$ cat config.mk
export PLATFORM = sky130hd
export DESIGN_NAME = rtcca_top
export DESIGN_NICKNAME = d
export VERILOG_FILES = /design/src/shared/rtcca_pkg.sv /design/src/hw/rtcca_prescaler.sv /design/src/hw/rtcca_top.sv
export SDC_FILE = /design/constraint.sdc
export NUM_CORES = 1
export LEC_CHECK = 0
export ABC_CLOCK_PERIOD_IN_PS = 3300
export BUFFER_PORTS_ARGS = -buffer_cell sky130_fd_sc_hd__buf_2
export CORE_ASPECT_RATIO = 0.8
export CORE_MARGIN = 4
export CORE_UTILIZATION = 40
export DETAILED_ROUTE_END_ITERATION = 12
export GPL_TIMING_DRIVEN = 0
export PLACE_DENSITY_LB_ADDON = 0.05
export SLEW_MARGIN = 20
export SYNTH_ARGS = -nofsm -noshare
export SYNTH_HDL_FRONTEND = slang
export SYNTH_SLANG_ARGS = --single-unit
$ cat constraint.sdc
create_clock -name ref_clk -period 3.3 [get_ports ref_clk]
set_input_delay 0.825 -clock ref_clk [delete_from_list [all_inputs] [get_ports ref_clk]]
set_output_delay 0.825 -clock ref_clk [all_outputs]
set_load 0.01 [all_outputs]
$ cat src/shared/rtcca_pkg.sv
// Constants, register map and carrier types of the real-time clock block
package rtcca_pkg;

    // ============================================================
    // Timing
    localparam int XTAL_HZ = 32768;
    localparam int TICK_HZ = 1;
    localparam int PRESCALE_DEFAULT = XTAL_HZ / TICK_HZ;

    // ============================================================
    // Counter limits
    localparam logic [5:0] SEC_LAST = 6'h3b;
    localparam logic [5:0] MIN_LAST = 6'h3b;
    localparam logic [4:0] HOUR_LAST = 5'h17;

    // ============================================================
    // Register byte offsets
    localparam logic [7:0] ADDR_CLOCK = 8'h00;
    localparam logic [7:0] ADDR_MASK = 8'h04;
    localparam logic [7:0] ADDR_STATUS = 8'h08;
    localparam logic [7:0] ADDR_ALARM_TOD = 8'h0c;
    localparam logic [7:0] ADDR_ALARM_DAY = 8'h10;
    localparam logic [7:0] ADDR_SWATCH = 8'h14;
    localparam logic [7:0] ADDR_SWCTL = 8'h18;

    // ============================================================
    // Event / status bit positions
    localparam int EVT_SEC = 0;
    localparam int EVT_MIN = 1;
    localparam int EVT_HOUR = 2;
    localparam int EVT_DAY = 3;
    localparam int EVT_ALARM_TOD = 4;
    localparam int EVT_ALARM_DAY = 5;
    localparam int EVT_SWATCH = 6;
    localparam int NUM_EVT = 7;

    localparam int SWCTL_RUN = 0;

    // ============================================================
    // Reset values
    localparam logic [NUM_EVT-1:0] EVT_ZERO = 7'h00;
    localparam logic [31:0] WORD_ZERO = 32'h00000000;
    localparam logic [31:0] SW_DEC = 32'h00000001;

    // ============================================================
    // Carrier: packed time word, also the register layout
    typedef struct packed {
        logic [14:0] day;
        logic [4:0] hour;
        logic [5:0] min;
        logic [5:0] sec;
    } rtcca_time_t;

    localparam rtcca_time_t TIME_ZERO = '{day: 15'h0000, hour: 5'h00, min: 6'h00, sec: 6'h00};

    // Bus write captured at the address phase
    typedef struct packed {
        logic pend;
        logic [7:0] addr;
    } rtcca_wreq_t;

endpackage : rtcca_pkg

$ cat src/hw/rtcca_prescaler.sv
// Crystal clock synchroniser and prescaler to the one-second tick
`timescale 1ns/1ps
module rtcca_prescaler
    import rtcca_pkg::*;
#(
    parameter int PRESCALE = PRESCALE_DEFAULT
)
(
    input wire logic ref_clk,
    input wire logic reset,
    input wire logic xtalClk,
    output logic secTick
);
    import rtcca_pkg::*;

    localparam logic [15:0] CNT_LAST = 16'(PRESCALE - 1);
    localparam logic [15:0] CNT_ZERO = 16'h0000;
    localparam logic [15:0] CNT_ONE = 16'h0001;

    logic sync1_q, sync2_q, sync3_q;
    logic [15:0] cnt_q, cnt_d;
    logic tick_q, tick_d;
    logic xtalRise;

    // ============================================================
    // Crystal edge detection, after a two-stage synchroniser
    always_ff @(posedge ref_clk)
    begin
        if (reset)
        begin
            sync1_q <= 1'b0;
            sync2_q <= 1'b0;
            sync3_q <= 1'b0;
        end
        else
        begin
            sync1_q <= xtalClk;
            sync2_q <= sync1_q;
            sync3_q <= sync2_q;
        end
    end

    assign xtalRise = sync2_q & ~sync3_q;

    // ============================================================
    // Divide crystal edges down to one pulse per second
    always_comb
    begin
        cnt_d = cnt_q;
        tick_d = 1'b0;
        if (xtalRise)
        begin
            if (cnt_q == CNT_LAST)
            begin
                cnt_d = CNT_ZERO;
                tick_d = 1'b1;
            end
            else
            begin
                cnt_d = cnt_q + CNT_ONE;
            end
        end
    end

    always_ff @(posedge ref_clk)
    begin
        if (reset)
        begin
            cnt_q <= CNT_ZERO;
            tick_q <= 1'b0;
        end
        else
        begin
            cnt_q <= cnt_d;
            tick_q <= tick_d;
        end
    end

    assign secTick = tick_q;

endmodule : rtcca_prescaler

$ cat src/hw/rtcca_top.sv
// Real-time clock with calendar day count, two alarms and stopwatch
`timescale 1ns/1ps

// Overview of operation
// - Divide the crystal clock by a prescaler to a one-second tick.
// - Each tick advances seconds mod 60, carrying to minutes mod 60, hours mod 24.
// - Hour wrap advances a 15-bit day counter with 32768 values.
// - Enabled alarm raises interrupt when running time equals the alarm value.
// - First alarm compares hours, minutes and seconds only, firing daily.
// - Second alarm compares day plus hours, minutes and seconds.
// - Stopwatch loads a written value and decrements once per tick.
// - Enabled stopwatch interrupt fires on the first tick after the count has reached zero.
// - Separately enabled interrupts on second, minute, hour and day rollovers.
// - Timekeeping is clocked by ref_clk, with the crystal only sampled, so it stops if ref_clk stops.
module rtcca_top
    import rtcca_pkg::*;
#(
    parameter int PRESCALE = PRESCALE_DEFAULT
)
(
    input wire logic ref_clk,
    input wire logic reset,
    input wire logic xtalClk,
    input wire logic hsel,
    input wire logic [31:0] haddr,
    input wire logic [1:0] htrans,
    input wire logic hwrite,
    input wire logic [2:0] hsize,
    input wire logic [31:0] hwdata,
    input wire logic hready,
    output logic hreadyout,
    output logic hresp,
    output logic [31:0] hrdata,
    output logic irq
);
    import rtcca_pkg::*;

    logic secTick;
    logic accept;
    logic tickDly_q;

    rtcca_time_t time_q, time_d;
    rtcca_time_t almTod_q, almTod_d;
    rtcca_time_t almDay_q, almDay_d;
    logic [NUM_EVT-1:0] mask_q, mask_d;
    logic [NUM_EVT-1:0] status_q, status_d;
    logic [NUM_EVT-1:0] evt;
    logic [31:0] swCount_q, swCount_d;
    logic swRun_q, swRun_d;
    rtcca_wreq_t wreq_q, wreq_d;
    logic [31:0] rdata_q, rdata_d;
    logic irq_q, irq_d;
    logic secWrap, minWrap, hourWrap;
    logic swUnder;

    // Write to a given register in this data phase
    function automatic logic wrHit(input rtcca_wreq_t w, input logic [7:0] a);
        wrHit = w.pend && (w.addr == a);
    endfunction : wrHit

    // Zero-extend an event vector to a bus word
    function automatic logic [31:0] evtWord(input logic [NUM_EVT-1:0] v);
        evtWord = {{(32 - NUM_EVT){1'b0}}, v};
    endfunction : evtWord

    // ============================================================
    // Prescaler
    // Crystal domain only feeds the tick, so no gating input can stop time
    rtcca_prescaler #(
        .PRESCALE(PRESCALE)
    ) u_prescaler (
        .ref_clk(ref_clk),
        .reset(reset),
        .xtalClk(xtalClk),
        .secTick(secTick)
    );

    // ============================================================
    // Bus slave
    // Only the low address byte decodes, so the map repeats every 256 bytes
    assign accept = hsel && htrans[1] && hready;

    always_comb
    begin
        wreq_d.pend = accept && hwrite;
        wreq_d.addr = haddr[7:0];
        rdata_d = rdata_q;
        if (accept && !hwrite)
        begin
            // Captured in one edge, so all time fields share a tick
            case (haddr[7:0])
                ADDR_CLOCK: rdata_d = time_q;
                ADDR_MASK: rdata_d = evtWord(mask_q);
                ADDR_STATUS: rdata_d = evtWord(status_q);
                ADDR_ALARM_TOD: rdata_d = almTod_q;
                ADDR_ALARM_DAY: rdata_d = almDay_q;
                ADDR_SWATCH: rdata_d = swCount_q;
                ADDR_SWCTL: rdata_d = {31'h00000000, swRun_q};
                default: rdata_d = WORD_ZERO;
            endcase
        end
    end

    always_ff @(posedge ref_clk)
    begin
        if (reset)
        begin
            wreq_q <= '{pend: 1'b0, addr: 8'h00};
            rdata_q <= WORD_ZERO;
        end
        else
        begin
            wreq_q <= wreq_d;
            rdata_q <= rdata_d;
        end
    end

    // No wait states: every register answers in its data phase
    assign hreadyout = 1'b1;
    assign hresp = 1'b0;
    assign hrdata = rdata_q;

    // ============================================================
    // Time counters
    // Carries ripple within one cycle, so all fields move on the same edge
    assign secWrap = secTick && (time_q.sec == SEC_LAST);
    assign minWrap = secWrap && (time_q.min == MIN_LAST);
    assign hourWrap = minWrap && (time_q.hour == HOUR_LAST);

    always_comb
    begin
        time_d = time_q;
        if (secTick)
        begin
            time_d.sec = secWrap ? 6'h00 : time_q.sec + 6'h01;
            if (secWrap)
            begin
                time_d.min = minWrap ? 6'h00 : time_q.min + 6'h01;
            end
            if (minWrap)
            begin
                time_d.hour = hourWrap ? 5'h00 : time_q.hour + 5'h01;
            end
            if (hourWrap)
            begin
                // Wraps naturally after the last of its 32768 values
                time_d.day = time_q.day + 15'h0001;
            end
        end
        // Software load wins over a tick in the same cycle
        if (wrHit(wreq_q, ADDR_CLOCK))
        begin
            time_d = hwdata;
        end
    end

    always_ff @(posedge ref_clk)
    begin
        if (reset)
        begin
            time_q <= TIME_ZERO;
            tickDly_q <= 1'b0;
        end
        else
        begin
            time_q <= time_d;
            tickDly_q <= secTick;
        end
    end

    // ============================================================
    // Alarms and mask
    always_comb
    begin
        almTod_d = almTod_q;
        almDay_d = almDay_q;
        mask_d = mask_q;
        // Day field of the daily alarm is kept but never compared
        if (wrHit(wreq_q, ADDR_ALARM_TOD))
        begin
            almTod_d = hwdata;
        end
        if (wrHit(wreq_q, ADDR_ALARM_DAY))
        begin
            almDay_d = hwdata;
        end
        if (wrHit(wreq_q, ADDR_MASK))
        begin
            mask_d = hwdata[NUM_EVT-1:0];
        end
    end

    always_ff @(posedge ref_clk)
    begin
        if (reset)
        begin
            almTod_q <= TIME_ZERO;
            almDay_q <= TIME_ZERO;
            mask_q <= EVT_ZERO;
        end
        else
        begin
            almTod_q <= almTod_d;
            almDay_q <= almDay_d;
            mask_q <= mask_d;
        end
    end

    // ============================================================
    // Stopwatch
    assign swUnder = secTick && swRun_q && (swCount_q == WORD_ZERO);

    always_comb
    begin
        swCount_d = swCount_q;
        swRun_d = swRun_q;
        if (secTick && swRun_q)
        begin
            if (swUnder)
            begin
                // Stops at zero rather than wrapping to a huge count
                swRun_d = 1'b0;
            end
            else
            begin
                swCount_d = swCount_q - SW_DEC;
            end
        end
        // Reload wins over a same-cycle tick, so a new count is never lost
        if (wrHit(wreq_q, ADDR_SWATCH))
        begin
            swCount_d = hwdata;
            swRun_d = 1'b1;
        end
        if (wrHit(wreq_q, ADDR_SWCTL))
        begin
            swRun_d = hwdata[SWCTL_RUN];
        end
    end

    always_ff @(posedge ref_clk)
    begin
        if (reset)
        begin
            swCount_q <= WORD_ZERO;
            swRun_q <= 1'b0;
        end
        else
        begin
            swCount_q <= swCount_d;
            swRun_q <= swRun_d;
        end
    end

    // ============================================================
    // Events, sticky status and interrupt
    always_comb
    begin
        evt = EVT_ZERO;
        evt[EVT_SEC] = secTick;
        evt[EVT_MIN] = secWrap;
        evt[EVT_HOUR] = minWrap;
        evt[EVT_DAY] = hourWrap;
        // Compared one cycle after the tick, against the advanced time
        evt[EVT_ALARM_TOD] = tickDly_q && (time_q.hour == almTod_q.hour)
            && (time_q.min == almTod_q.min) && (time_q.sec == almTod_q.sec);
        evt[EVT_ALARM_DAY] = tickDly_q && (time_q == almDay_q);
        evt[EVT_SWATCH] = swUnder;
    end

    always_comb
    begin
        status_d = status_q;
        if (wrHit(wreq_q, ADDR_STATUS))
        begin
            status_d = status_q & ~hwdata[NUM_EVT-1:0];
        end
        // Set wins over a same-cycle clear
        status_d = status_d | evt;
        irq_d = |(status_d & mask_d);
    end

    always_ff @(posedge ref_clk)
    begin
        if (reset)
        begin
            status_q <= EVT_ZERO;
            irq_q <= 1'b0;
        end
        else
        begin
            status_q <= status_d;
            irq_q <= irq_d;
        end
    end

    assign irq = irq_q;

endmodule : rtcca_top

==> impl_metrics.env, run 1 <==
export IMPL_start_util_pct=40.96
export IMPL_die_area_um2=27780
export IMPL_min_delay_path_class="reg -> reg"
export IMPL_cts_path_max_buffers=3
export IMPL_post_cts_repair_timing_setup_buffer_count=0
export IMPL_timing_max_slew_rel_slack_pct=18.38
export IMPL_global_route_overflow_total=0
export IMPL_rows=51
export IMPL_power_ir_vdd_worst_mv=0.4347
export IMPL_crit_slowest_cell="nor4_1"
export IMPL_synth_ff_type="dfxtp_1"
export IMPL_path_max_fanout=10
export IMPL_p_leak_nw=4.454
export IMPL_tritoncts_sink_count=206
export IMPL_critPathLaunch="haddr[0]"
export IMPL_number_of_buffers_added_on_ports=77
export IMPL_drv_max_cap_violation_count=0
export IMPL_synthesized_instance_count=1234
export IMPL_detailedRoute_firstIterationViolations=1026
export IMPL_antenna_found_initial=0
export IMPL_critical_path_startpoint_type="input port"
export IMPL_timing_worst_setup_path_type="in -> reg"
export IMPL_grt_usage_pct=26.44
export IMPL_final_period_utilization_pct=98.30
export IMPL_route_detailed_wl_per_inst_um=22.36
export IMPL_synth_async_reset_ratio_pct=0
export IMPL_grt_first_pass_wirelength_mm=55.74
export IMPL_number_of_enable_flip_flop_cells_after_synthesis=0
export IMPL_crit_path_max_incr_delay_ns=0.90
export IMPL_worst_ep_arrival_time_ns=3.69
export IMPL_seq_area_frac_synth_pct=40.98
export IMPL_postLayoutCellArea_um2=11640
export IMPL_finalWeightedCongestion=0.9664
export IMPL_layout_core_utilization_pct=47.36
export IMPL_post_route_cells_drive_above_1_share_pct=10.58
export IMPL_area_delta_synth_final_pct=15.63
export IMPL_clock_tree_root_cell="clkbuf_16"
export IMPL_synth_warnings=0
export IMPL_final_hold_violation_count=0
export IMPL_crit_reg2reg_launch="swCount_q[15]"
export IMPL_hpwlAfterDp_mm=27.58
export IMPL_vias_per_cell=5.765
export IMPL_cts_tree="done"
export IMPL_detailed_routing_iterations_pass_1=5
export IMPL_endpoint_kind="register"
export IMPL_cts_resized_gates=0
export IMPL_die_h_um=149.9
export IMPL_vias=9628
export IMPL_mappedNetlistNets=1316
export IMPL_worstPathCellList="buf_2 > or4_1 > clkbuf_1 > nor4_1 > clkbuf_1 > a22oi_1 > nand2_1 > a22oi_1 > nor2_1"
export IMPL_synthesis_area_per_instance_um2=8.155
export IMPL_first_global_vias=8755
export IMPL_antenna_violating_nets_post_route=0
export IMPL_count_of_pins_over_their_slew_limit=0
export IMPL_clk_latency_ns=0.52
export IMPL_clk_pin_slew_worst_paths_ns=0.06
export IMPL_clock_fmax_mhz=308.3
export IMPL_finalSetupViolCount=0
export IMPL_hp_start="u_prescaler.sync1_q"
export IMPL_rsz0062_at_grt="false"
export IMPL_clock_skew_final_ns=0.007927
export IMPL_finalHoldWorstSlack_ns=0.4407
export IMPL_post_cts_hold_buffer_count=0
export IMPL_drt_wl_total_mm=37.35
export IMPL_yosys_register_bits=206
export IMPL_status="complete, no violations"
export IMPL_maximum_number_of_pins_on_one_net_before_global_route_repair=12
export IMPL_antenna_cells=0
export IMPL_floorplan_die_width_um=185.3
export IMPL_cts_max_level=1
export IMPL_top_ports=110
export IMPL_worst_slew_pin_slew_ns=1.219
export IMPL_power_density_cell_area_nw_per_um2=454.3
export IMPL_critical_path_data_required_time_ns=3.75
export IMPL_placed_cell_area_um2=10880
export IMPL_finalWorstPathRequiredPeriod_ns=3.244
export IMPL_final_nets=1420
export IMPL_tritoncts_num_buffers=24
export IMPL_syn_cell_area_um2=10060
export IMPL_synthDistinctLibCells=60
export IMPL_coreArea_um2=24570
export IMPL_post_route_drc_count=0
-- metrics by stage --
stage	setup WS (ns)	std cells	setup TNS, ns	total power [W]
detailed placement	-0.4344	1630	-11.19	0.002769
global route	0.004480	1670	0	0.005436
global placement	-1.213	1629	-28.41	0.002769
CTS	0.09517	1670	0	0.005315
floorplan	0.4949	1234	0	0.002650
finish	0.05611	1670	0	0.005286
-- worst max-delay path: cells and delay by family --
family | cells | cell delay (ns)
AND/OR/NAND/NOR | 4 | 1.69
buffers and inverters | 3 | 0.87
AO/OA/AOI/OAI | 2 | 0.31
-- layout make-up --
type                            count  area, um2
Clock inverter                      2      10.01
Clock buffer                       38      734.5
Multi-Input combinational cell    924       5579
Timing Repair Buffer               78      390.4
Sequential cell                   206       4124
Inverter                            8      30.03
Fill cell                        2496      12930
Buffer                             96      370.4
Tap cell                          318      397.9
-- sequential cells by signal (all words and copies together), names as in the netlist --
signal               count
u_prescaler.sync2_q      1
almTod_q                32
time_q                  32
swCount_q               32
tickDly_q                1
mask_q                   7
u_prescaler.sync1_q      1
wreq_q                   9
u_prescaler.secTick      1
hrdata                  32
u_prescaler.sync3_q      1
status_q                 7
irq                      1
u_prescaler.cnt_q       16
almDay_q                32
swRun_q                  1
-- report_power, final --
part           leakage, nW  internal, W  switching [W]
registers             1.66      0.00250     0.00000771
clock network        0.367      0.00151        0.00106
logic                 2.43    0.0000553       0.000159
-- worst paths after layout --
kind         cells after the start  slack (ns)                   to
max reg2reg                      7        0.12        swCount_q[14]
max                              9        0.06           hrdata[11]
min                              1        0.44  u_prescaler.sync2_q
min reg2reg                      1        0.44  u_prescaler.sync2_q
-- cell usage after synthesis, types with 7 or more instances --
cell | count | area share [%]
nor2b_1 | 21 | 1.3
nand3_1 | 31 | 1.5
nand4_1 | 17 | 1.1
nor4_1 | 20 | 1.2
ha_1 | 7 | 0.87
a211oi_1 | 48 | 3.6
clkbuf_1 | 90 | 3.4
nand2b_1 | 9 | 0.56
a21oi_1 | 76 | 3.8
or4_1 | 7 | 0.52
xor2_1 | 80 | 7.0
nand2_1 | 203 | 7.6
or3_1 | 8 | 0.50
a311oi_1 | 8 | 0.70
and3_1 | 9 | 0.56
inv_1 | 8 | 0.30
a22oi_1 | 86 | 6.4
nor3_1 | 27 | 1.3
o21ai_0 | 14 | 0.70
xnor2_1 | 22 | 1.9
nor2_1 | 145 | 5.4
dfxtp_1 | 206 | 41
mux2i_1 | 13 | 1.3
-- kinds of logic after synthesis --
family | after synthesis | share of synthesized area (%)
AO/OA/AOI/OAI | 259 | 17.69
XOR/XNOR | 102 | 8.877
adder cells (fa/ha/maj) | 7 | 0.8703
buffers and inverters | 104 | 3.979
flip-flops | 206 | 40.98
multiplexers | 20 | 2.748
other | 2 | 0.07463
AND/OR/NAND/NOR | 534 | 24.78
-- cell usage in the layout, fill, tap and decap left out, drive strengths merged, types with 7 or more instances in the layout --
master and instances:
nand2 203, ha 7, a22oi 86, nand3 31
nor4 22, inv 8, nor3 27, or3 8
and3 9, xnor2 22, mux2i 13, nand4 17
nand2b 9, o21ai 14, a21oi 76, or4 9
nor2 145, a211oi 53, dfxtp 206, buf 84
clkbuf 128, nor2b 21, xor2 80, a311oi 8
-- routing by layer --
layer / part of all wire [%] / wire length [um] / track usage [%]
met5: 0 / 0 / 0
met4: 2.6 / 988 / 6.823
met3: 9.7 / 3608 / 5.371
met2: 40 / 14800 / 36.17
met1: 48 / 17950 / 41.63
No activity file was read; power rests on OpenSTA's default activity.
==> run 2, diff against run 1 <==
--- a/config.mk
+++ b/config.mk
@@ -5,7 +5,7 @@
 export SDC_FILE = /design/constraint.sdc
 export NUM_CORES = 1
 export LEC_CHECK = 0
-export ABC_CLOCK_PERIOD_IN_PS = 3300
+export ABC_CLOCK_PERIOD_IN_PS = 4000
 export BUFFER_PORTS_ARGS = -buffer_cell sky130_fd_sc_hd__buf_2
 export CORE_ASPECT_RATIO = 0.8
 export CORE_MARGIN = 4
@@ -17,3 +17,4 @@
 export SYNTH_ARGS = -nofsm -noshare
 export SYNTH_HDL_FRONTEND = slang
 export SYNTH_SLANG_ARGS = --single-unit
+export TNS_END_PERCENT = 100
==> constraint.sdc (replaced) <==
create_clock -name ref_clk -period 4 [get_ports ref_clk]
set_input_delay 1 -clock ref_clk [delete_from_list [all_inputs] [get_ports ref_clk]]
set_output_delay 1 -clock ref_clk [all_outputs]
set_load 0.01 [all_outputs]
==> impl_metrics.env, run 2 (synthesis gave the netlist of run 1 again) <==
export IMPL_drt_wl_total_mm=37.34
export IMPL_met3_length_mm=3.432
export IMPL_count_of_pins_over_their_slew_limit=0
export IMPL_critical_path_data_required_time_ns=4.45
export IMPL_p_leak_nw=4.448
export IMPL_floorplan_die_width_um=185.3
export IMPL_tritoncts_num_buffers=24
export IMPL_worstHoldPathCells=1
export IMPL_antenna_cells=0
export IMPL_cts_tree="done"
export IMPL_critical_path_depth=9
export IMPL_cts_max_level=1
export IMPL_cell_count_of_the_worst_reg_to_reg_path=7
export IMPL_final_nets=1420
export IMPL_power_ir_vdd_worst_mv=0.3588
export IMPL_antenna_violating_nets_post_route=0
export IMPL_path_max_fanout=10
export IMPL_crit_buf_inv=3
export IMPL_post_route_drc_count=0
export IMPL_tritoncts_sink_count=206
export IMPL_power_density_cell_area_nw_per_um2=375.5
export IMPL_drv_max_cap_violation_count=0
export IMPL_area_delta_synth_final_pct=15.48
export IMPL_cts_path_max_buffers=3
export IMPL_worst_slew_pin_slew_ns=1.267
export IMPL_mostFrequentLayoutCell="dfxtp_1"
export IMPL_detailed_routing_iterations_pass_1=5
export IMPL_cts_resized_gates=0
export IMPL_totalNegativeSetupSlack_ns=0
export IMPL_totalPowerFinal_w=0.004364
export IMPL_post_cts_hold_buffer_count=0
export IMPL_die_area_um2=27780
export IMPL_timing_max_slew_rel_slack_pct=15.28
export IMPL_clock_tree_root_cell="clkbuf_16"
export IMPL_final_fill_count=2496
export IMPL_route_detailed_wl_per_inst_um=22.36
export IMPL_clk_latency_ns=0.52
export IMPL_min_delay_path_class="reg -> reg"
export IMPL_endpoint_kind="register"
export IMPL_timing_worst_setup_path_type="in -> reg"
export IMPL_topRoutingLayerUsed="met4"
export IMPL_grt_first_pass_wirelength_mm=55.74
export IMPL_coreArea_um2=24570
export IMPL_start_util_pct=40.96
export IMPL_maximum_number_of_pins_on_one_net_before_global_route_repair=12
export IMPL_top_ports=110
export IMPL_route_met2_wl_mm=14.75
export IMPL_layout_cells_most_common_list="206 x dfxtp_1, 203 x nand2_1, 145 x nor2_1, 97 x clkbuf_1, 86 x a22oi_1"
export IMPL_hpwlAfterDp_mm=27.58
export IMPL_global_route_overflow_total=0
export IMPL_first_global_vias=8755
export IMPL_finalWorstPathRequiredPeriod_ns=3.545
export IMPL_grt_usage_pct=26.44
export IMPL_crit_slowest_cell="nor4_1"
export IMPL_post_route_cells_drive_above_1_share_pct=10.50
export IMPL_wl_met1_mm=18.13
export IMPL_worst_ep_arrival_time_ns=4.00
export IMPL_post_cts_repair_timing_setup_buffer_count=0
export IMPL_crit_path_max_incr_delay_ns=0.94
export IMPL_vias_per_cell=5.815
export IMPL_cpLargestDelayFamily="simple AND/OR/NAND/NOR gates"
export IMPL_worstPathCellList="buf_2 > or4_1 > clkbuf_1 > nor4_1 > clkbuf_1 > a22oi_1 > nand2_1 > a22oi_1 > nor2_1"
export IMPL_status="complete, no violations"
export IMPL_final_hold_violation_count=0
export IMPL_die_h_um=149.9
export IMPL_critical_path_startpoint_type="input port"
export IMPL_clock_skew_final_ns=0.009344
export IMPL_number_of_buffers_added_on_ports=77
export IMPL_antenna_found_initial=0
export IMPL_rows=51
export IMPL_final_period_utilization_pct=88.63
export IMPL_detailedRoute_firstIterationViolations=989
export IMPL_finalSetupViolCount=0
export IMPL_clk_pin_slew_worst_paths_ns=0.06
export IMPL_vias=9711
export IMPL_clock_fmax_mhz=282.1
export IMPL_finalWeightedCongestion=0.9664
export IMPL_rsz0062_at_grt="false"
## run 2: layer usage
layer	global-route usage, %	vias up
met5	0	-
met4	6.823	0
met3	5.371	60
met2	36.17	430
met1	41.63	4667
li1	-	4554
## run 2: area by class of cell
type / count / area [um2] / area share, %
buffer: 96 / 370.4 / 3.187
clock inverter: 2 / 10.01 / 0.08613
timing repair buffer: 78 / 390.4 / 3.359
tap: 318 / 397.9 / 3.424
inverter: 8 / 30.03 / 0.2584
clock buffer: 38 / 734.5 / 6.320
sequential: 206 / 4124 / 35.49
multi-input combinational: 924 / 5564 / 47.88
## run 2: power breakdown
group | internal (W) | switching [W] | total [W]
clock network | 0.00124 | 0.000876 | 0.00212
registers | 0.00206 | 0.00000636 | 0.00207
logic | 0.0000453 | 0.000130 | 0.000176
## run 2: path summary, 6_finish.rpt
| kind | startpoint | endpoint | slack (ns) |
|---|---|---|---|
| max | haddr[0] | hrdata[24] | 0.45 |
| min | u_prescaler.sync1_q | u_prescaler.sync2_q | 0.44 |
| max reg2reg | swCount_q[15] | swCount_q[14] | 0.82 |
| min reg2reg | u_prescaler.sync1_q | u_prescaler.sync2_q | 0.44 |
## run 2: worst reg2reg max path: cells and delay by family (launching register included)
kind                   cells  cell delay (ns)
AO/OA/AOI/OAI              2             0.68
XOR/XNOR                   1             0.17
buffers and inverters      1             0.27
flip-flops                 1             0.39
AND/OR/NAND/NOR            3             1.51
## run 2: through the flow
| stage | utilization (%) | area [um2] | instances | hold WS [ns] | setup WS, ns |
|---|---|---|---|---|---|
| floorplan | - | 10060 | 1234 | 0.4138 | 1.020 |
| global placement | 44.15 | 10850 | 1629 | 0.4203 | -0.6879 |
| finish | 47.30 | 11620 | 1670 | 0.4408 | 0.4549 |
| detailed placement | 44.27 | 10880 | 1630 | 0.4258 | 0.09062 |
| CTS | 47.30 | 11620 | 1670 | 0.4392 | 0.6202 |
| global route | 47.30 | 11620 | 1670 | 0.4653 | 0.4605 |
==> run 3, diff against run 2 <==
--- a/config.mk
+++ b/config.mk
@@ -5,6 +5,7 @@
 export SDC_FILE = /design/constraint.sdc
 export NUM_CORES = 1
 export LEC_CHECK = 0
+export ABC_AREA = 1
 export ABC_CLOCK_PERIOD_IN_PS = 4000
 export BUFFER_PORTS_ARGS = -buffer_cell sky130_fd_sc_hd__buf_2
 export CORE_ASPECT_RATIO = 0.8
==> impl_metrics.env, run 3 <==
export IMPL_status="complete, no violations"
export IMPL_antenna_found_initial=1
export IMPL_syn_cell_area_um2=11230
export IMPL_post_route_drc_count=0
export IMPL_layout_setup_ws_ns=1.451
export IMPL_synth_area_top_cells="dfxtp_1 37%, nand2_1 13%, nor2_1 8.4%, o21ai_0 5.7%, inv_1 5.5%"
export IMPL_post_cts_hold_buffer_count=0
export IMPL_seq_area_frac_synth_pct=36.73
export IMPL_crit_top_cell="nand2_1"
export IMPL_cts_max_level=1
export IMPL_drt_wl_total_mm=46.03
export IMPL_clock_fmax_mhz=392.3
export IMPL_maximum_number_of_pins_on_one_net_before_global_route_repair=13
export IMPL_number_of_enable_flip_flop_cells_after_synthesis=0
export IMPL_rows=54
export IMPL_number_of_buffers_added_on_ports=77
export IMPL_totalNegativeSetupSlack_ns=0
export IMPL_seq_power_share_pct=43.9
export IMPL_synth_ff_type="dfxtp_1"
export IMPL_tritoncts_num_buffers=25
export IMPL_die_area_um2=30830
export IMPL_mostFrequentLayoutCell="nand2_1"
export IMPL_worst_slew_pin_slew_ns=0.9813
export IMPL_crit_slowest_cell="inv_1"
export IMPL_final_nets=1896
export IMPL_die_h_um=157.9
export IMPL_postLayoutCellArea_um2=12940
export IMPL_clock_skew_final_ns=0.01383
export IMPL_clock_tree_root_cell="clkbuf_16"
export IMPL_placed_cell_area_um2=12070
export IMPL_yosys_area_top_type="dfxtp_1"
export IMPL_vias=12110
export IMPL_first_global_vias=11240
export IMPL_endpoint_kind="register"
export IMPL_yosys_register_bits=206
export IMPL_final_hold_violation_count=0
export IMPL_synthTopCellsByCount="400 x nand2_1, 250 x nor2_1, 206 x dfxtp_1"
export IMPL_post_cts_repair_timing_setup_buffer_count=0
export IMPL_post_route_cells_drive_above_1_share_pct=11.30
export IMPL_synth_async_reset_ratio_pct=0
export IMPL_clk_pin_slew_worst_paths_ns=0.06
export IMPL_tritoncts_sink_count=206
export IMPL_layout_cells_most_common_list="400 x nand2_1, 250 x nor2_1, 206 x dfxtp_1, 166 x inv_1, 129 x o21ai_0"
export IMPL_switching_share_pct=24.09
export IMPL_synthDistinctLibCells=45
export IMPL_global_route_overflow_total=0
export IMPL_cts_tree="done"
export IMPL_hpwlAfterDp_mm=35.96
export IMPL_grt_first_pass_wirelength_mm=69.12
export IMPL_power_density_cell_area_nw_per_um2=363.3
export IMPL_worstPathCellList="buf_2 > nor2_1 > nand3_1 > inv_2 > nand2_1 > inv_1 > nand2_1 > o2111ai_1 > nand2_1 > a21oi_1"
export IMPL_grt_usage_pct=29.31
export IMPL_net_switching_power_w=0.001132
export IMPL_count_of_pins_over_their_slew_limit=0
export IMPL_start_util_pct=40.93
export IMPL_finalWorstPathRequiredPeriod_ns=2.549
export IMPL_detailed_routing_iterations_pass_1=6
export IMPL_timing_max_slew_rel_slack_pct=34.58
export IMPL_finalWeightedCongestion=0.9972
export IMPL_timing_worst_setup_path_type="in -> reg"
export IMPL_worst_ep_arrival_time_ns=3.01
export IMPL_cell_int_power_w=0.003567
export IMPL_cts_path_max_buffers=3
export IMPL_drv_max_cap_violation_count=0
export IMPL_crit_path_max_incr_delay_ns=0.47
export IMPL_place_worst_setup_slack_ns=0.9334
export IMPL_antenna_violating_nets_post_route=0
export IMPL_cts_resized_gates=0
export IMPL_detailedRoute_firstIterationViolations=1248
export IMPL_rsz0062_at_grt="false"
export IMPL_synth_warnings=0
export IMPL_min_delay_path_class="reg -> reg"
export IMPL_p_leak_nw=5.377
export IMPL_power_ir_vdd_worst_mv=0.3007
export IMPL_path_max_fanout=9
export IMPL_clk_latency_ns=0.54
export IMPL_vias_per_cell=5.516
export IMPL_top_ports=110
export IMPL_route_detailed_wl_per_inst_um=20.96
export IMPL_floorplan_die_width_um=195.3
export IMPL_coreArea_um2=27430
export IMPL_finalHoldWorstSlack_ns=0.4512
export IMPL_synth_top_area_share_pct=36.73
export IMPL_antenna_cells=0
export IMPL_finalSetupViolCount=0
export IMPL_mappedNetlistNets=1792
export IMPL_pwr_share_clk_pct=51.8
export IMPL_area_delta_synth_final_pct=15.21
export IMPL_layout_core_utilization_pct=47.16
export IMPL_combinationalPowerShare_pct=4.2
export IMPL_critical_path_startpoint_type="input port"
export IMPL_critical_path_data_required_time_ns=4.46
export IMPL_final_period_utilization_pct=63.72
export IMPL_synthesized_instance_count=1710
export IMPL_synth_most_common_cell="nand2_1"
export IMPL_synthesis_area_per_instance_um2=6.566
## run 3: stage by stage
step / total power, W / std cells
2_1_floorplan: 0.002200 / 1710
3_3_place_gp: 0.002305 / 2151
3_5_place_dp: 0.002305 / 2151
4_1_cts: 0.004716 / 2196
5_1_grt: 0.004831 / 2196
6_report: 0.004699 / 2196
## run 3: power by group through the flow
stage | logic [W] | clock network [W] | registers (W)
finish | 0.000199 | 0.00244 | 0.00206
global route | 0.000212 | 0.00255 | 0.00206
CTS | 0.000196 | 0.00246 | 0.00206
detailed placement | 0.000195 | 0 | 0.00211
global placement | 0.000195 | 0 | 0.00211
floorplan | 0.0000912 | 0 | 0.00211
## run 3: cell families after synthesis
kind of cell             synth area share [%]
adder cells (fa/ha/maj)                0.7800
XOR/XNOR                                3.276
flip-flops                              36.73
other                                 0.06688
buffers and inverters                   9.126
AND/OR/NAND/NOR                         31.42
AO/OA/AOI/OAI                           18.60
## run 3: final cells by class
class / count / area, um2
fillers: 3065 / 14500
multi-input cells: 1251 / 6080
flip-flops and latches: 206 / 4124
clock buffers: 34 / 729.5
inverters: 179 / 676.9
well taps: 364 / 455.4
repair buffers: 77 / 385.4
plain buffers: 74 / 347.8
clock inverters: 11 / 137.6
## run 3: final timing paths
path / cells past startpoint / from / slack, ns / endpoint
max: 10 / haddr[7] / 1.45 / hrdata[27]
min: 2 / u_prescaler.sync2_q / 0.45 / u_prescaler.sync3_q
max reg2reg: 9 / time_q[12] / 1.64 / time_q[16]
min reg2reg: 2 / u_prescaler.sync2_q / 0.45 / u_prescaler.sync3_q
## run 3: metal layers
| metal | part of all wire (%) | track usage [%] |
|---|---|---|
| met3 | 9.1 | 5.723 |
| met1 | 45 | 42.27 |
| met4 | 3.0 | 8.707 |
| met5 | 0 | 0 |
| met2 | 42 | 44.69 |
## run 3: worst max-delay path, delay by kind of cell
family | cells | cell delay, ns
AO/OA/AOI/OAI | 2 | 0.32
AND/OR/NAND/NOR | 5 | 0.88
buffers and inverters | 3 | 0.79
